<file path="config.mk">
export PLATFORM = sky130hd
export DESIGN_NAME = dma_channel_control
export DESIGN_NICKNAME = d
export VERILOG_FILES = /design/src/hdl/dma_channel_pkg.sv /design/src/hdl/dma_channel_control.sv
export SDC_FILE = /design/constraint.sdc
export NUM_CORES = 2
export LEC_CHECK = 0
export ABC_AREA = 1
export BUFFER_PORTS_ARGS = -buffer_cell sky130_fd_sc_hd__buf_2
export CORE_MARGIN = 2
export CORE_UTILIZATION = 45
export DETAILED_ROUTE_END_ITERATION = 8
export PLACE_DENSITY = 0.69
export RECOVER_POWER = 50
export SETUP_SLACK_MARGIN = 0.02
export SLEW_MARGIN = 20
export SYNTH_ARGS = -nofsm -noshare
export SYNTH_HDL_FRONTEND = slang
export SYNTH_SLANG_ARGS = --single-unit
</file>
<file path="constraint.sdc">
create_clock -name pclk -period 6.3 [get_ports pclk]
set_clock_uncertainty 0.15 [all_clocks]
set_input_delay 1.26 -clock pclk [delete_from_list [all_inputs] [get_ports pclk]]
set_output_delay 1.26 -clock pclk [all_outputs]
set_load 0.01 [all_outputs]
</file>
<file path="src/hdl/dma_channel_pkg.sv">
// Constants shared by the channel control block: register map, field
// positions, reset values and engine states.
// Assumes a 32-bit APB slave and one system clock.
`default_nettype none
package dma_channel_pkg;
    // Register offsets inside a channel window
    localparam logic [3:0] CFG_OFS   = 4'h0;
    localparam logic [3:0] CNT_OFS   = 4'h4;
    localparam logic [3:0] PADDR_OFS = 4'h8;
    localparam logic [3:0] MADDR_OFS = 4'hc;
    // Channel windows and the shared flag registers
    localparam int         CH_STRIDE_SHIFT = 4;
    localparam logic [7:0] FLAG_STATUS_OFS = 8'h80;
    localparam logic [7:0] FLAG_CLEAR_OFS  = 8'h84;
    localparam int         APB_AW          = 8;
    // Configuration field positions
    localparam int EN_BIT    = 0;
    localparam int CMPIE_BIT = 1;
    localparam int HALFIE_BIT = 2;
    localparam int ERRIE_BIT = 3;
    localparam int DIR_BIT   = 4;
    localparam int WRAP_BIT  = 5;
    localparam int PSTEP_BIT = 6;
    localparam int MSTEP_BIT = 7;
    localparam int PW_LSB    = 8;
    localparam int MW_LSB    = 10;
    localparam int RANK_LSB  = 12;
    localparam int COPY_BIT  = 14;
    localparam int CFG_W     = 15;
    localparam int CNT_W     = 16;
    // Flag layout per channel nibble
    localparam int ANY_POS   = 0;
    localparam int CMP_POS   = 1;
    localparam int HALF_POS  = 2;
    localparam int ERR_POS   = 3;
    localparam int FLAG_W    = 4;
    // Item widths
    localparam logic [1:0] SIZE_16 = 2'b01;
    localparam logic [1:0] SIZE_32 = 2'b10;
    // Reset values
    localparam logic [CFG_W-1:0] CFG_RST  = 15'h0000;
    localparam logic [CNT_W-1:0] CNT_RST  = 16'h0000;
    localparam logic [31:0]      ADDR_RST = 32'h0000_0000;

    typedef enum logic [1:0] {
        S_IDLE,
        S_READ,
        S_WRITE
    } state_type;
endpackage
`default_nettype wire

</file>
<file path="src/hdl/dma_channel_control.sv">
// Multi-channel DMA control: per-channel registers over APB, priority
// arbitration, a two-phase read/write bus master and status flags.
// Assumes peripheral requests and the system bus run on pclk.
//
// Behaviour
// - Configuration bit 0 enables the channel; 0 keeps it idle.
// - Bit 1 gates the complete interrupt of the channel.
// - Bit 2 gates the halfway interrupt of the channel.
// - Bit 3 gates the error interrupt of the channel.
// - Bit 4 picks direction: 0 peripheral to memory, 1 the reverse.
// - Bit 5 enables wraparound operation.
// - Bit 6 steps the peripheral address after each item.
// - Bit 7 steps the memory address after each item.
// - Bits 9:8 set peripheral width; unused low address bits ignored.
// - Bits 11:10 set memory width; unused low address bits ignored.
// - Bits 13:12 rank the channel, low to very high.
// - Bit 14 selects memory copy, which needs no peripheral request.
// - Count is 16 bits, writable only while the channel is disabled.
// - While enabled the count is read-only and shows items remaining.
// - Count drops by one after each completed item.
// - At zero the count stays, or reloads in wraparound mode.
// - A channel with zero count serves nothing.
// - Peripheral and memory address registers hold 32-bit bases.
// - Writing 1 to a channel's clear-all bit clears all flags of that channel.
// - Writing 1 to a single clear bit clears only that flag.
//
// Design decision made here: register access over APB.
`default_nettype none
module dma_channel_control
    import dma_channel_pkg::*;
#(
    parameter int NCH = 4
) (
    // Clock and reset
    input  wire logic                             pclk,
    input  wire logic                             presetn,
    // APB slave
    input  wire logic                             psel,
    input  wire logic                             penable,
    input  wire logic                             pwrite,
    input  wire logic [dma_channel_pkg::APB_AW-1:0] paddr,
    input  wire logic [31:0]                      pwdata,
    output logic      [31:0]                      prdata,
    output logic                                  pready,
    output logic                                  pslverr,
    // Peripheral requests and per-item acknowledge
    input  wire logic [NCH-1:0]                   xfer_req,
    output logic      [NCH-1:0]                   xfer_ack,
    // System bus master
    output logic                                  bus_req,
    output logic                                  bus_write,
    output logic      [31:0]                      bus_addr,
    output logic      [1:0]                       bus_size,
    output logic      [31:0]                      bus_wdata,
    input  wire logic [31:0]                      bus_rdata,
    input  wire logic                             bus_ack,
    input  wire logic                             bus_err,
    // Gated channel interrupts
    output logic      [NCH-1:0]                   irq
);
    import dma_channel_pkg::*;

    localparam int CW = $clog2(NCH) > 0 ? $clog2(NCH) : 1;

    logic [CFG_W-1:0] cfg_r    [NCH];
    logic [CNT_W-1:0] cnt_r    [NCH];
    logic [CNT_W-1:0] reload_r [NCH];
    logic [31:0]      pbase_r  [NCH];
    logic [31:0]      mbase_r  [NCH];
    logic [31:0]      pcur_r   [NCH];
    logic [31:0]      mcur_r   [NCH];
    logic [NCH-1:0]   cmp_r;
    logic [NCH-1:0]   half_r;
    logic [NCH-1:0]   err_r;

    state_type        state_r;
    logic [CW-1:0]    act_r;
    logic             bus_req_r;
    logic             bus_write_r;
    logic [31:0]      bus_addr_r;
    logic [1:0]       bus_size_r;
    logic [31:0]      bus_wdata_r;
    logic [NCH-1:0]   xfer_ack_r;
    logic [NCH-1:0]   irq_r;
    logic [31:0]      prdata_r;
    logic             pready_r;
    logic             pslverr_r;

    // Aligns an address to the item width
    function automatic logic [31:0] align(input logic [31:0] a,
                                          input logic [1:0]  sz);
        logic [31:0] r;
        r = a;
        if (sz == SIZE_32) begin
            r[1:0] = 2'b00;
        end else if (sz == SIZE_16) begin
            r[0] = 1'b0;
        end
        return r;
    endfunction

    // APB decode
    wire [3:0]  reg_ofs  = {paddr[3:2], 2'b00};
    wire [3:0]  ch_field = paddr[7:4];
    wire        in_chan  = (paddr[7] == 1'b0) &&
                           (32'(ch_field) < NCH);
    wire [CW-1:0] sel_ch = ch_field[CW-1:0];
    wire        is_stat  = (paddr == FLAG_STATUS_OFS);
    wire        is_clr   = (paddr == FLAG_CLEAR_OFS);
    wire        mapped   = in_chan || is_stat || is_clr;
    wire        apb_fin  = psel && penable && pready_r;
    wire        wr_ev    = apb_fin && pwrite && mapped;
    wire        wr_cfg   = wr_ev && in_chan && (reg_ofs == CFG_OFS);
    wire        wr_cnt   = wr_ev && in_chan && (reg_ofs == CNT_OFS);
    wire        wr_pb    = wr_ev && in_chan && (reg_ofs == PADDR_OFS);
    wire        wr_mb    = wr_ev && in_chan && (reg_ofs == MADDR_OFS);
    wire        wr_clr   = wr_ev && is_clr;

    // Flag status image, one nibble per channel
    logic [31:0] stat_img;
    always_comb begin
        stat_img = 32'h0;
        for (int c = 0; c < NCH; c++) begin
            stat_img[c*FLAG_W+ANY_POS]  = cmp_r[c] | half_r[c] | err_r[c];
            stat_img[c*FLAG_W+CMP_POS]  = cmp_r[c];
            stat_img[c*FLAG_W+HALF_POS] = half_r[c];
            stat_img[c*FLAG_W+ERR_POS]  = err_r[c];
        end
    end

    // Read mux; the clear register reads as zero
    logic [31:0] rd_mux;
    always_comb begin
        rd_mux = 32'h0;
        if (is_stat) begin
            rd_mux = stat_img;
        end else if (in_chan && reg_ofs == CFG_OFS) begin
            rd_mux = {17'h0, cfg_r[sel_ch]};
        end else if (in_chan && reg_ofs == CNT_OFS) begin
            rd_mux = {16'h0, cnt_r[sel_ch]};
        end else if (in_chan && reg_ofs == PADDR_OFS) begin
            rd_mux = pbase_r[sel_ch];
        end else if (in_chan && reg_ofs == MADDR_OFS) begin
            rd_mux = mbase_r[sel_ch];
        end
    end

    // One wait state: answer at the second access edge
    always_ff @(posedge pclk or negedge presetn) begin
        if (!presetn) begin
            pready_r  <= 1'b0;
            pslverr_r <= 1'b0;
            prdata_r  <= 32'h0;
        end else begin
            pready_r  <= psel && penable && !pready_r;
            pslverr_r <= psel && penable && !pready_r && !mapped;
            if (psel && !penable) begin
                prdata_r <= rd_mux;
            end
        end
    end

    // Channel eligibility and arbitration
    logic [NCH-1:0] ready;
    always_comb begin
        for (int c = 0; c < NCH; c++) begin
            ready[c] = cfg_r[c][EN_BIT] &&
                       (cnt_r[c] != '0) &&
                       (cfg_r[c][COPY_BIT] || xfer_req[c]);
        end
    end

    logic [CW-1:0] win;
    logic [1:0]    win_rank;
    logic          any_ready;
    always_comb begin
        win       = '0;
        win_rank  = 2'b00;
        any_ready = 1'b0;
        for (int c = 0; c < NCH; c++) begin
            // Strictly greater keeps the lower index on a tie
            if (ready[c] && (!any_ready ||
                cfg_r[c][RANK_LSB+:2] > win_rank)) begin
                win       = CW'(c);
                win_rank  = cfg_r[c][RANK_LSB+:2];
                any_ready = 1'b1;
            end
        end
    end

    // Source and destination of the winning and active channels
    wire         w_dir  = cfg_r[win][DIR_BIT];
    wire [1:0]   w_psz  = cfg_r[win][PW_LSB+:2];
    wire [1:0]   w_msz  = cfg_r[win][MW_LSB+:2];
    wire [31:0]  w_src  = w_dir ? align(mcur_r[win], w_msz)
                                : align(pcur_r[win], w_psz);
    wire [1:0]   w_ssz  = w_dir ? w_msz : w_psz;
    wire         a_dir  = cfg_r[act_r][DIR_BIT];
    wire [1:0]   a_psz  = cfg_r[act_r][PW_LSB+:2];
    wire [1:0]   a_msz  = cfg_r[act_r][MW_LSB+:2];
    wire [31:0]  a_dst  = a_dir ? align(pcur_r[act_r], a_psz)
                                : align(mcur_r[act_r], a_msz);
    wire [1:0]   a_dsz  = a_dir ? a_psz : a_msz;

    wire item_done = (state_r == S_WRITE) && bus_ack && !bus_err;
    wire item_err  = (state_r != S_IDLE) && bus_err;

    // Transfer engine: read the source item, then write it out
    always_ff @(posedge pclk or negedge presetn) begin
        if (!presetn) begin
            state_r     <= S_IDLE;
            act_r       <= '0;
            bus_req_r   <= 1'b0;
            bus_write_r <= 1'b0;
            bus_addr_r  <= 32'h0;
            bus_size_r  <= 2'b00;
            bus_wdata_r <= 32'h0;
        end else begin
            case (state_r)
                S_IDLE: begin
                    if (any_ready) begin
                        act_r       <= win;
                        bus_req_r   <= 1'b1;
                        bus_write_r <= 1'b0;
                        bus_addr_r  <= w_src;
                        bus_size_r  <= w_ssz;
                        state_r     <= S_READ;
                    end
                end
                S_READ: begin
                    if (bus_err) begin
                        bus_req_r <= 1'b0;
                        state_r   <= S_IDLE;
                    end else if (bus_ack) begin
                        bus_write_r <= 1'b1;
                        bus_addr_r  <= a_dst;
                        bus_size_r  <= a_dsz;
                        bus_wdata_r <= bus_rdata;
                        state_r     <= S_WRITE;
                    end
                end
                S_WRITE: begin
                    if (bus_err || bus_ack) begin
                        bus_req_r   <= 1'b0;
                        bus_write_r <= 1'b0;
                        state_r     <= S_IDLE;
                    end
                end
                default: state_r <= S_IDLE;
            endcase
        end
    end

    // Per-channel registers, counters, addresses and flags
    always_ff @(posedge pclk or negedge presetn) begin
        if (!presetn) begin
            for (int c = 0; c < NCH; c++) begin
                cfg_r[c]    <= CFG_RST;
                cnt_r[c]    <= CNT_RST;
                reload_r[c] <= CNT_RST;
                pbase_r[c]  <= ADDR_RST;
                mbase_r[c]  <= ADDR_RST;
                pcur_r[c]   <= ADDR_RST;
                mcur_r[c]   <= ADDR_RST;
            end
            cmp_r      <= '0;
            half_r     <= '0;
            err_r      <= '0;
            xfer_ack_r <= '0;
            irq_r      <= '0;
        end else begin
            for (int c = 0; c < NCH; c++) begin
                logic        hit;
                logic        set_c;
                logic        set_h;
                logic        set_e;
                logic [CNT_W-1:0] dec;
                logic [31:0] pstep;
                logic [31:0] mstep;
                hit   = (CW'(c) == act_r);
                dec   = cnt_r[c] - 16'h0001;
                pstep = 32'h1 << cfg_r[c][PW_LSB+:2];
                mstep = 32'h1 << cfg_r[c][MW_LSB+:2];
                set_c = 1'b0;
                set_h = 1'b0;
                set_e = hit && item_err;
                // Reserved bits are not stored; software keeps them zero
                if (wr_cfg && sel_ch == CW'(c)) begin
                    cfg_r[c] <= pwdata[CFG_W-1:0];
                end else if (set_e) begin
                    cfg_r[c][EN_BIT] <= 1'b0;
                end
                if (wr_pb && sel_ch == CW'(c)) begin
                    pbase_r[c] <= pwdata;
                end
                if (wr_mb && sel_ch == CW'(c)) begin
                    mbase_r[c] <= pwdata;
                end
                if (wr_cnt && sel_ch == CW'(c) &&
                    !cfg_r[c][EN_BIT]) begin
                    cnt_r[c]    <= pwdata[CNT_W-1:0];
                    reload_r[c] <= pwdata[CNT_W-1:0];
                end else if (hit && item_done) begin
                    set_h = (dec == (reload_r[c] >> 1));
                    set_c = (dec == '0);
                    if (set_c && cfg_r[c][WRAP_BIT]) begin
                        cnt_r[c] <= reload_r[c];
                    end else begin
                        cnt_r[c] <= dec;
                    end
                end
                // Working addresses follow the bases while disabled
                if (!cfg_r[c][EN_BIT] ||
                    (set_c && cfg_r[c][WRAP_BIT])) begin
                    pcur_r[c] <= pbase_r[c];
                    mcur_r[c] <= mbase_r[c];
                end else if (hit && item_done) begin
                    if (cfg_r[c][PSTEP_BIT]) begin
                        pcur_r[c] <= pcur_r[c] + pstep;
                    end
                    if (cfg_r[c][MSTEP_BIT]) begin
                        mcur_r[c] <= mcur_r[c] + mstep;
                    end
                end
                // A new event wins over a clear in the same cycle
                cmp_r[c]  <= set_c || (cmp_r[c] && !(wr_clr &&
                    (pwdata[c*FLAG_W+ANY_POS] ||
                     pwdata[c*FLAG_W+CMP_POS])));
                half_r[c] <= set_h || (half_r[c] && !(wr_clr &&
                    (pwdata[c*FLAG_W+ANY_POS] ||
                     pwdata[c*FLAG_W+HALF_POS])));
                err_r[c]  <= set_e || (err_r[c] && !(wr_clr &&
                    (pwdata[c*FLAG_W+ANY_POS] ||
                     pwdata[c*FLAG_W+ERR_POS])));
                xfer_ack_r[c] <= hit && item_done;
                irq_r[c] <= (cmp_r[c]  && cfg_r[c][CMPIE_BIT])  ||
                            (half_r[c] && cfg_r[c][HALFIE_BIT]) ||
                            (err_r[c]  && cfg_r[c][ERRIE_BIT]);
            end
        end
    end

    assign prdata    = prdata_r;
    assign pready    = pready_r;
    assign pslverr   = pslverr_r;
    assign xfer_ack  = xfer_ack_r;
    assign bus_req   = bus_req_r;
    assign bus_write = bus_write_r;
    assign bus_addr  = bus_addr_r;
    assign bus_size  = bus_size_r;
    assign bus_wdata = bus_wdata_r;
    assign irq       = irq_r;
endmodule
`default_nettype wire

</file>
==> qor.yml <==
place_ws_ns: 0.1943
critPathMaxFanout: 42
die_area_um2: 117500
gr-usage-met2: 0.5852
max-slew-margin-rel: -0.8705
drt_first_pass_iters: 9
dp_cells: 8439
areaGrowthSynthToFinish_pct: 10.79
drc: 0
grt_use_total: 0.3916
ys_warn_count: 0
gp_congestion: 1.035
vias: 53558
multi_input_area_um2: 26290
synth_cells: 7048
leakage_uw: 0.02600
crit_required_ns: 6.77
drt_iter0_drc: 6989
layout-drive-gt1-share: 0.09307
grt_max_degree: 99
antenna_found_initial: 13
fin_nets: 7169
hpwlAfterDp_um: 173700
whs_ns: 0.3253
cts_tree: "built"
path_class: "input pin to flip-flop"
period_minus_slack_ns: 5.831
clock-sinks: 826
setup_viol: 0
final_common_cell: "nand2_1"
start_util: 0.4531
path_clk_slew_ns: 0.06
die_h_um: 342.8
synth.avg_cell_area_um2: 7.331
synthFlopType: "dfrtp_1"
grt_pass1_wl_um: 340400
post_drt_wl_per_cell_um: 27.20
switching_share: 0.3790
rows: 124
rsz0062_at_grt: "false"
top_usage_layer: "met2"
powerDensity_nw_per_um2: 307.8
fin_cells: 8629
postCtsSetupBuffers: 0
async_flop_share: 1.000
yosys-top-cells-area: "dfrtp_1, nand2_1, nand3_1"
hold_viol: 0
comb_power_share: 0.276
netlist.area_leader.share: 0.4001
synth-edff-count: 0
pwr-share-seq: 0.367
fin_crit_sh: 0.9255
max_freq_mhz: 171.5
setup_tns_ns: 0
viasPerCell: 6.207
max_slew.worst_pin.slew_ns: 2.806
use_met3: 0.07430
p_clk_frac: 0.357
critPathArrivalTime_ns: 6.30
crit_path_start_kind: "input pin"
violations: "capacitance limit, slew limit"
grt_pass1_vias: 49923
power.internal_uw: 10940
power.net_switching_uw: 6677
met1_usage: 0.5084
cts_buffers: 98
status: "finished with violations"
report.final.slew_viol_count: 723
synth_area_leader_cell: "dfrtp_1"
wirelength_um: 234700
cts_max_path_buffers: 3
grt-ovfl-total: 0
syn-num-nets: 7190
io_buffer_count: 192
cts_root_buffer: "clkbuf_16"
cap_violations: 11
drt.antenna.violating_nets: 0
clock_latency_ns: 0.71
syn_area_um2: 51670
peakVddDrop_mv: 0.2397
final_cell_mix: "nand2_1, dfrtp_1, inv_1, nand3_1, nor2_1"
hold_class: "flip-flop to flip-flop"
die_w_um: 342.8
setup_slack_ns: 0.4692
ys_seq_area_frac: 0.4001
core_um2: 114000
yosysUniqueCellTypes: 65
end_kind: "flip-flop"
fillerInstances: 11434
ys_ff_latch: 826
seqCellArea_um2: 20680
ios: 193
htree_levels: 3
fin_util: 0.5020
power groups by stage:
stage,logic (uW),clock network (uW),registers [uW]
3_5_place_dp,4720,0,6510
4_1_cts,4750,6330,6420
6_report,4860,6290,6470
3_3_place_gp,4700,0,6500
5_1_grt,5210,6530,6490
2_1_floorplan,2990,0,6290
cell families (layout without fill, tap and decap cells):
| logic type | after synthesis | in the layout | share of synthesized area |
|---|---|---|---|
| AND/OR/NAND/NOR | 3256 | 3256 | 0.2843 |
| AO/OA/AOI/OAI | 1445 | 1445 | 0.1613 |
| buffers and inverters | 1201 | 1266 | 0.09299 |
| flip-flops | 826 | 826 | 0.4001 |
| XOR/XNOR | 229 | 229 | 0.03896 |
| adder cells (fa/ha/maj) | 59 | 59 | 0.01545 |
| multiplexers | 32 | 32 | 0.006974 |
| other | 0 | 4 | 0 |
Yosys cell counts, types with 33 or more instances:
cell type and n:
a21oi_1 425, a221oi_1 44, a22oi_1 90, buf_1 33, buf_2 66, clkbuf_1 310, dfrtp_1 826, ha_1 51
inv_1 717, nand2_1 1417, nand3_1 634, nand4_1 382, nor2_1 532, nor3_1 113, nor4_1 53, o211ai_1 56
o21ai_0 512, o21ai_1 42, o22ai_1 157, or2_2 49, xnor2_1 34, xor2_1 194
per-layer routing:
layer	vias to the layer above	wire, um
li1	23906	-
met1	25875	91070
met2	3052	101200
met3	719	21780
met4	6	20710
met5	-	35
through the flow:
stage | total power, uW | area [um^2]
6_report | 17620 | 57240
5_1_grt | 18240 | 57230
4_1_cts | 17500 | 57380
3_5_place_dp | 11240 | 53840
3_3_place_gp | 11200 | 53840
2_1_floorplan | 9279 | 51670
worst paths after layout:
kind | startpoint | to | slack (ns) | cells past startpoint
setup reg to reg | cnt_r[48]$_DFFE_PN0P_ | bus_addr[5]$_DFFE_PN0P_ | 0.62 | 34
max in group asynchronous | presetn | mcur_r[108]$_DFFE_PN0P_ | 1.09 | 2
hold reg to reg | mbase_r[44]$_DFFE_PN0P_ | mbase_r[44]$_DFFE_PN0P_ | 0.33 | 2
setup / recovery | paddr[5] | prdata[8]$_DFFE_PN0P_ | 0.47 | 10
min in group asynchronous | presetn | mbase_r[25]$_DFFE_PN0P_ | 1.26 | 1
hold / removal | mbase_r[44]$_DFFE_PN0P_ | mbase_r[44]$_DFFE_PN0P_ | 0.33 | 2
flip-flops by register name, summed over array words and instances, names as in the netlist, 60 cells and up:
signal and cells:
cfg_r 60, cnt_r 64, mbase_r 128, mcur_r 128
pbase_r 128, pcur_r 128, reload_r 64
worst max-delay path: stages:
cell	delay, ns
clkbuf_1	0.22
nor2_4	0.14
clkbuf_1	0.88
clkbuf_1	2.00
a22oi_1	0.36
a21oi_1	0.81
a211oi_1	0.10
nand2_1	0.11
o21ai_0	0.15
o21ai_0	0.23
final cells by class:
| class | count | share of cell area |
|---|---|---|
| multi-input combinational | 5021 | 0.4593 |
| sequential | 826 | 0.3613 |
| clock buffer | 142 | 0.05156 |
| inverter | 757 | 0.04968 |
| timing repair buffer | 323 | 0.03471 |
| tap | 1512 | 0.03305 |
| clock inverter | 44 | 0.01025 |
| antenna | 4 | 0.0001749 |
timing repair:
item	in CTS	in global routing
setup endpoints to repair	0	3
hold endpoints to repair	0	0
gates resized for setup	0	2
hold buffers	0	0
No activity file was read; power rests on OpenSTA's default activity.
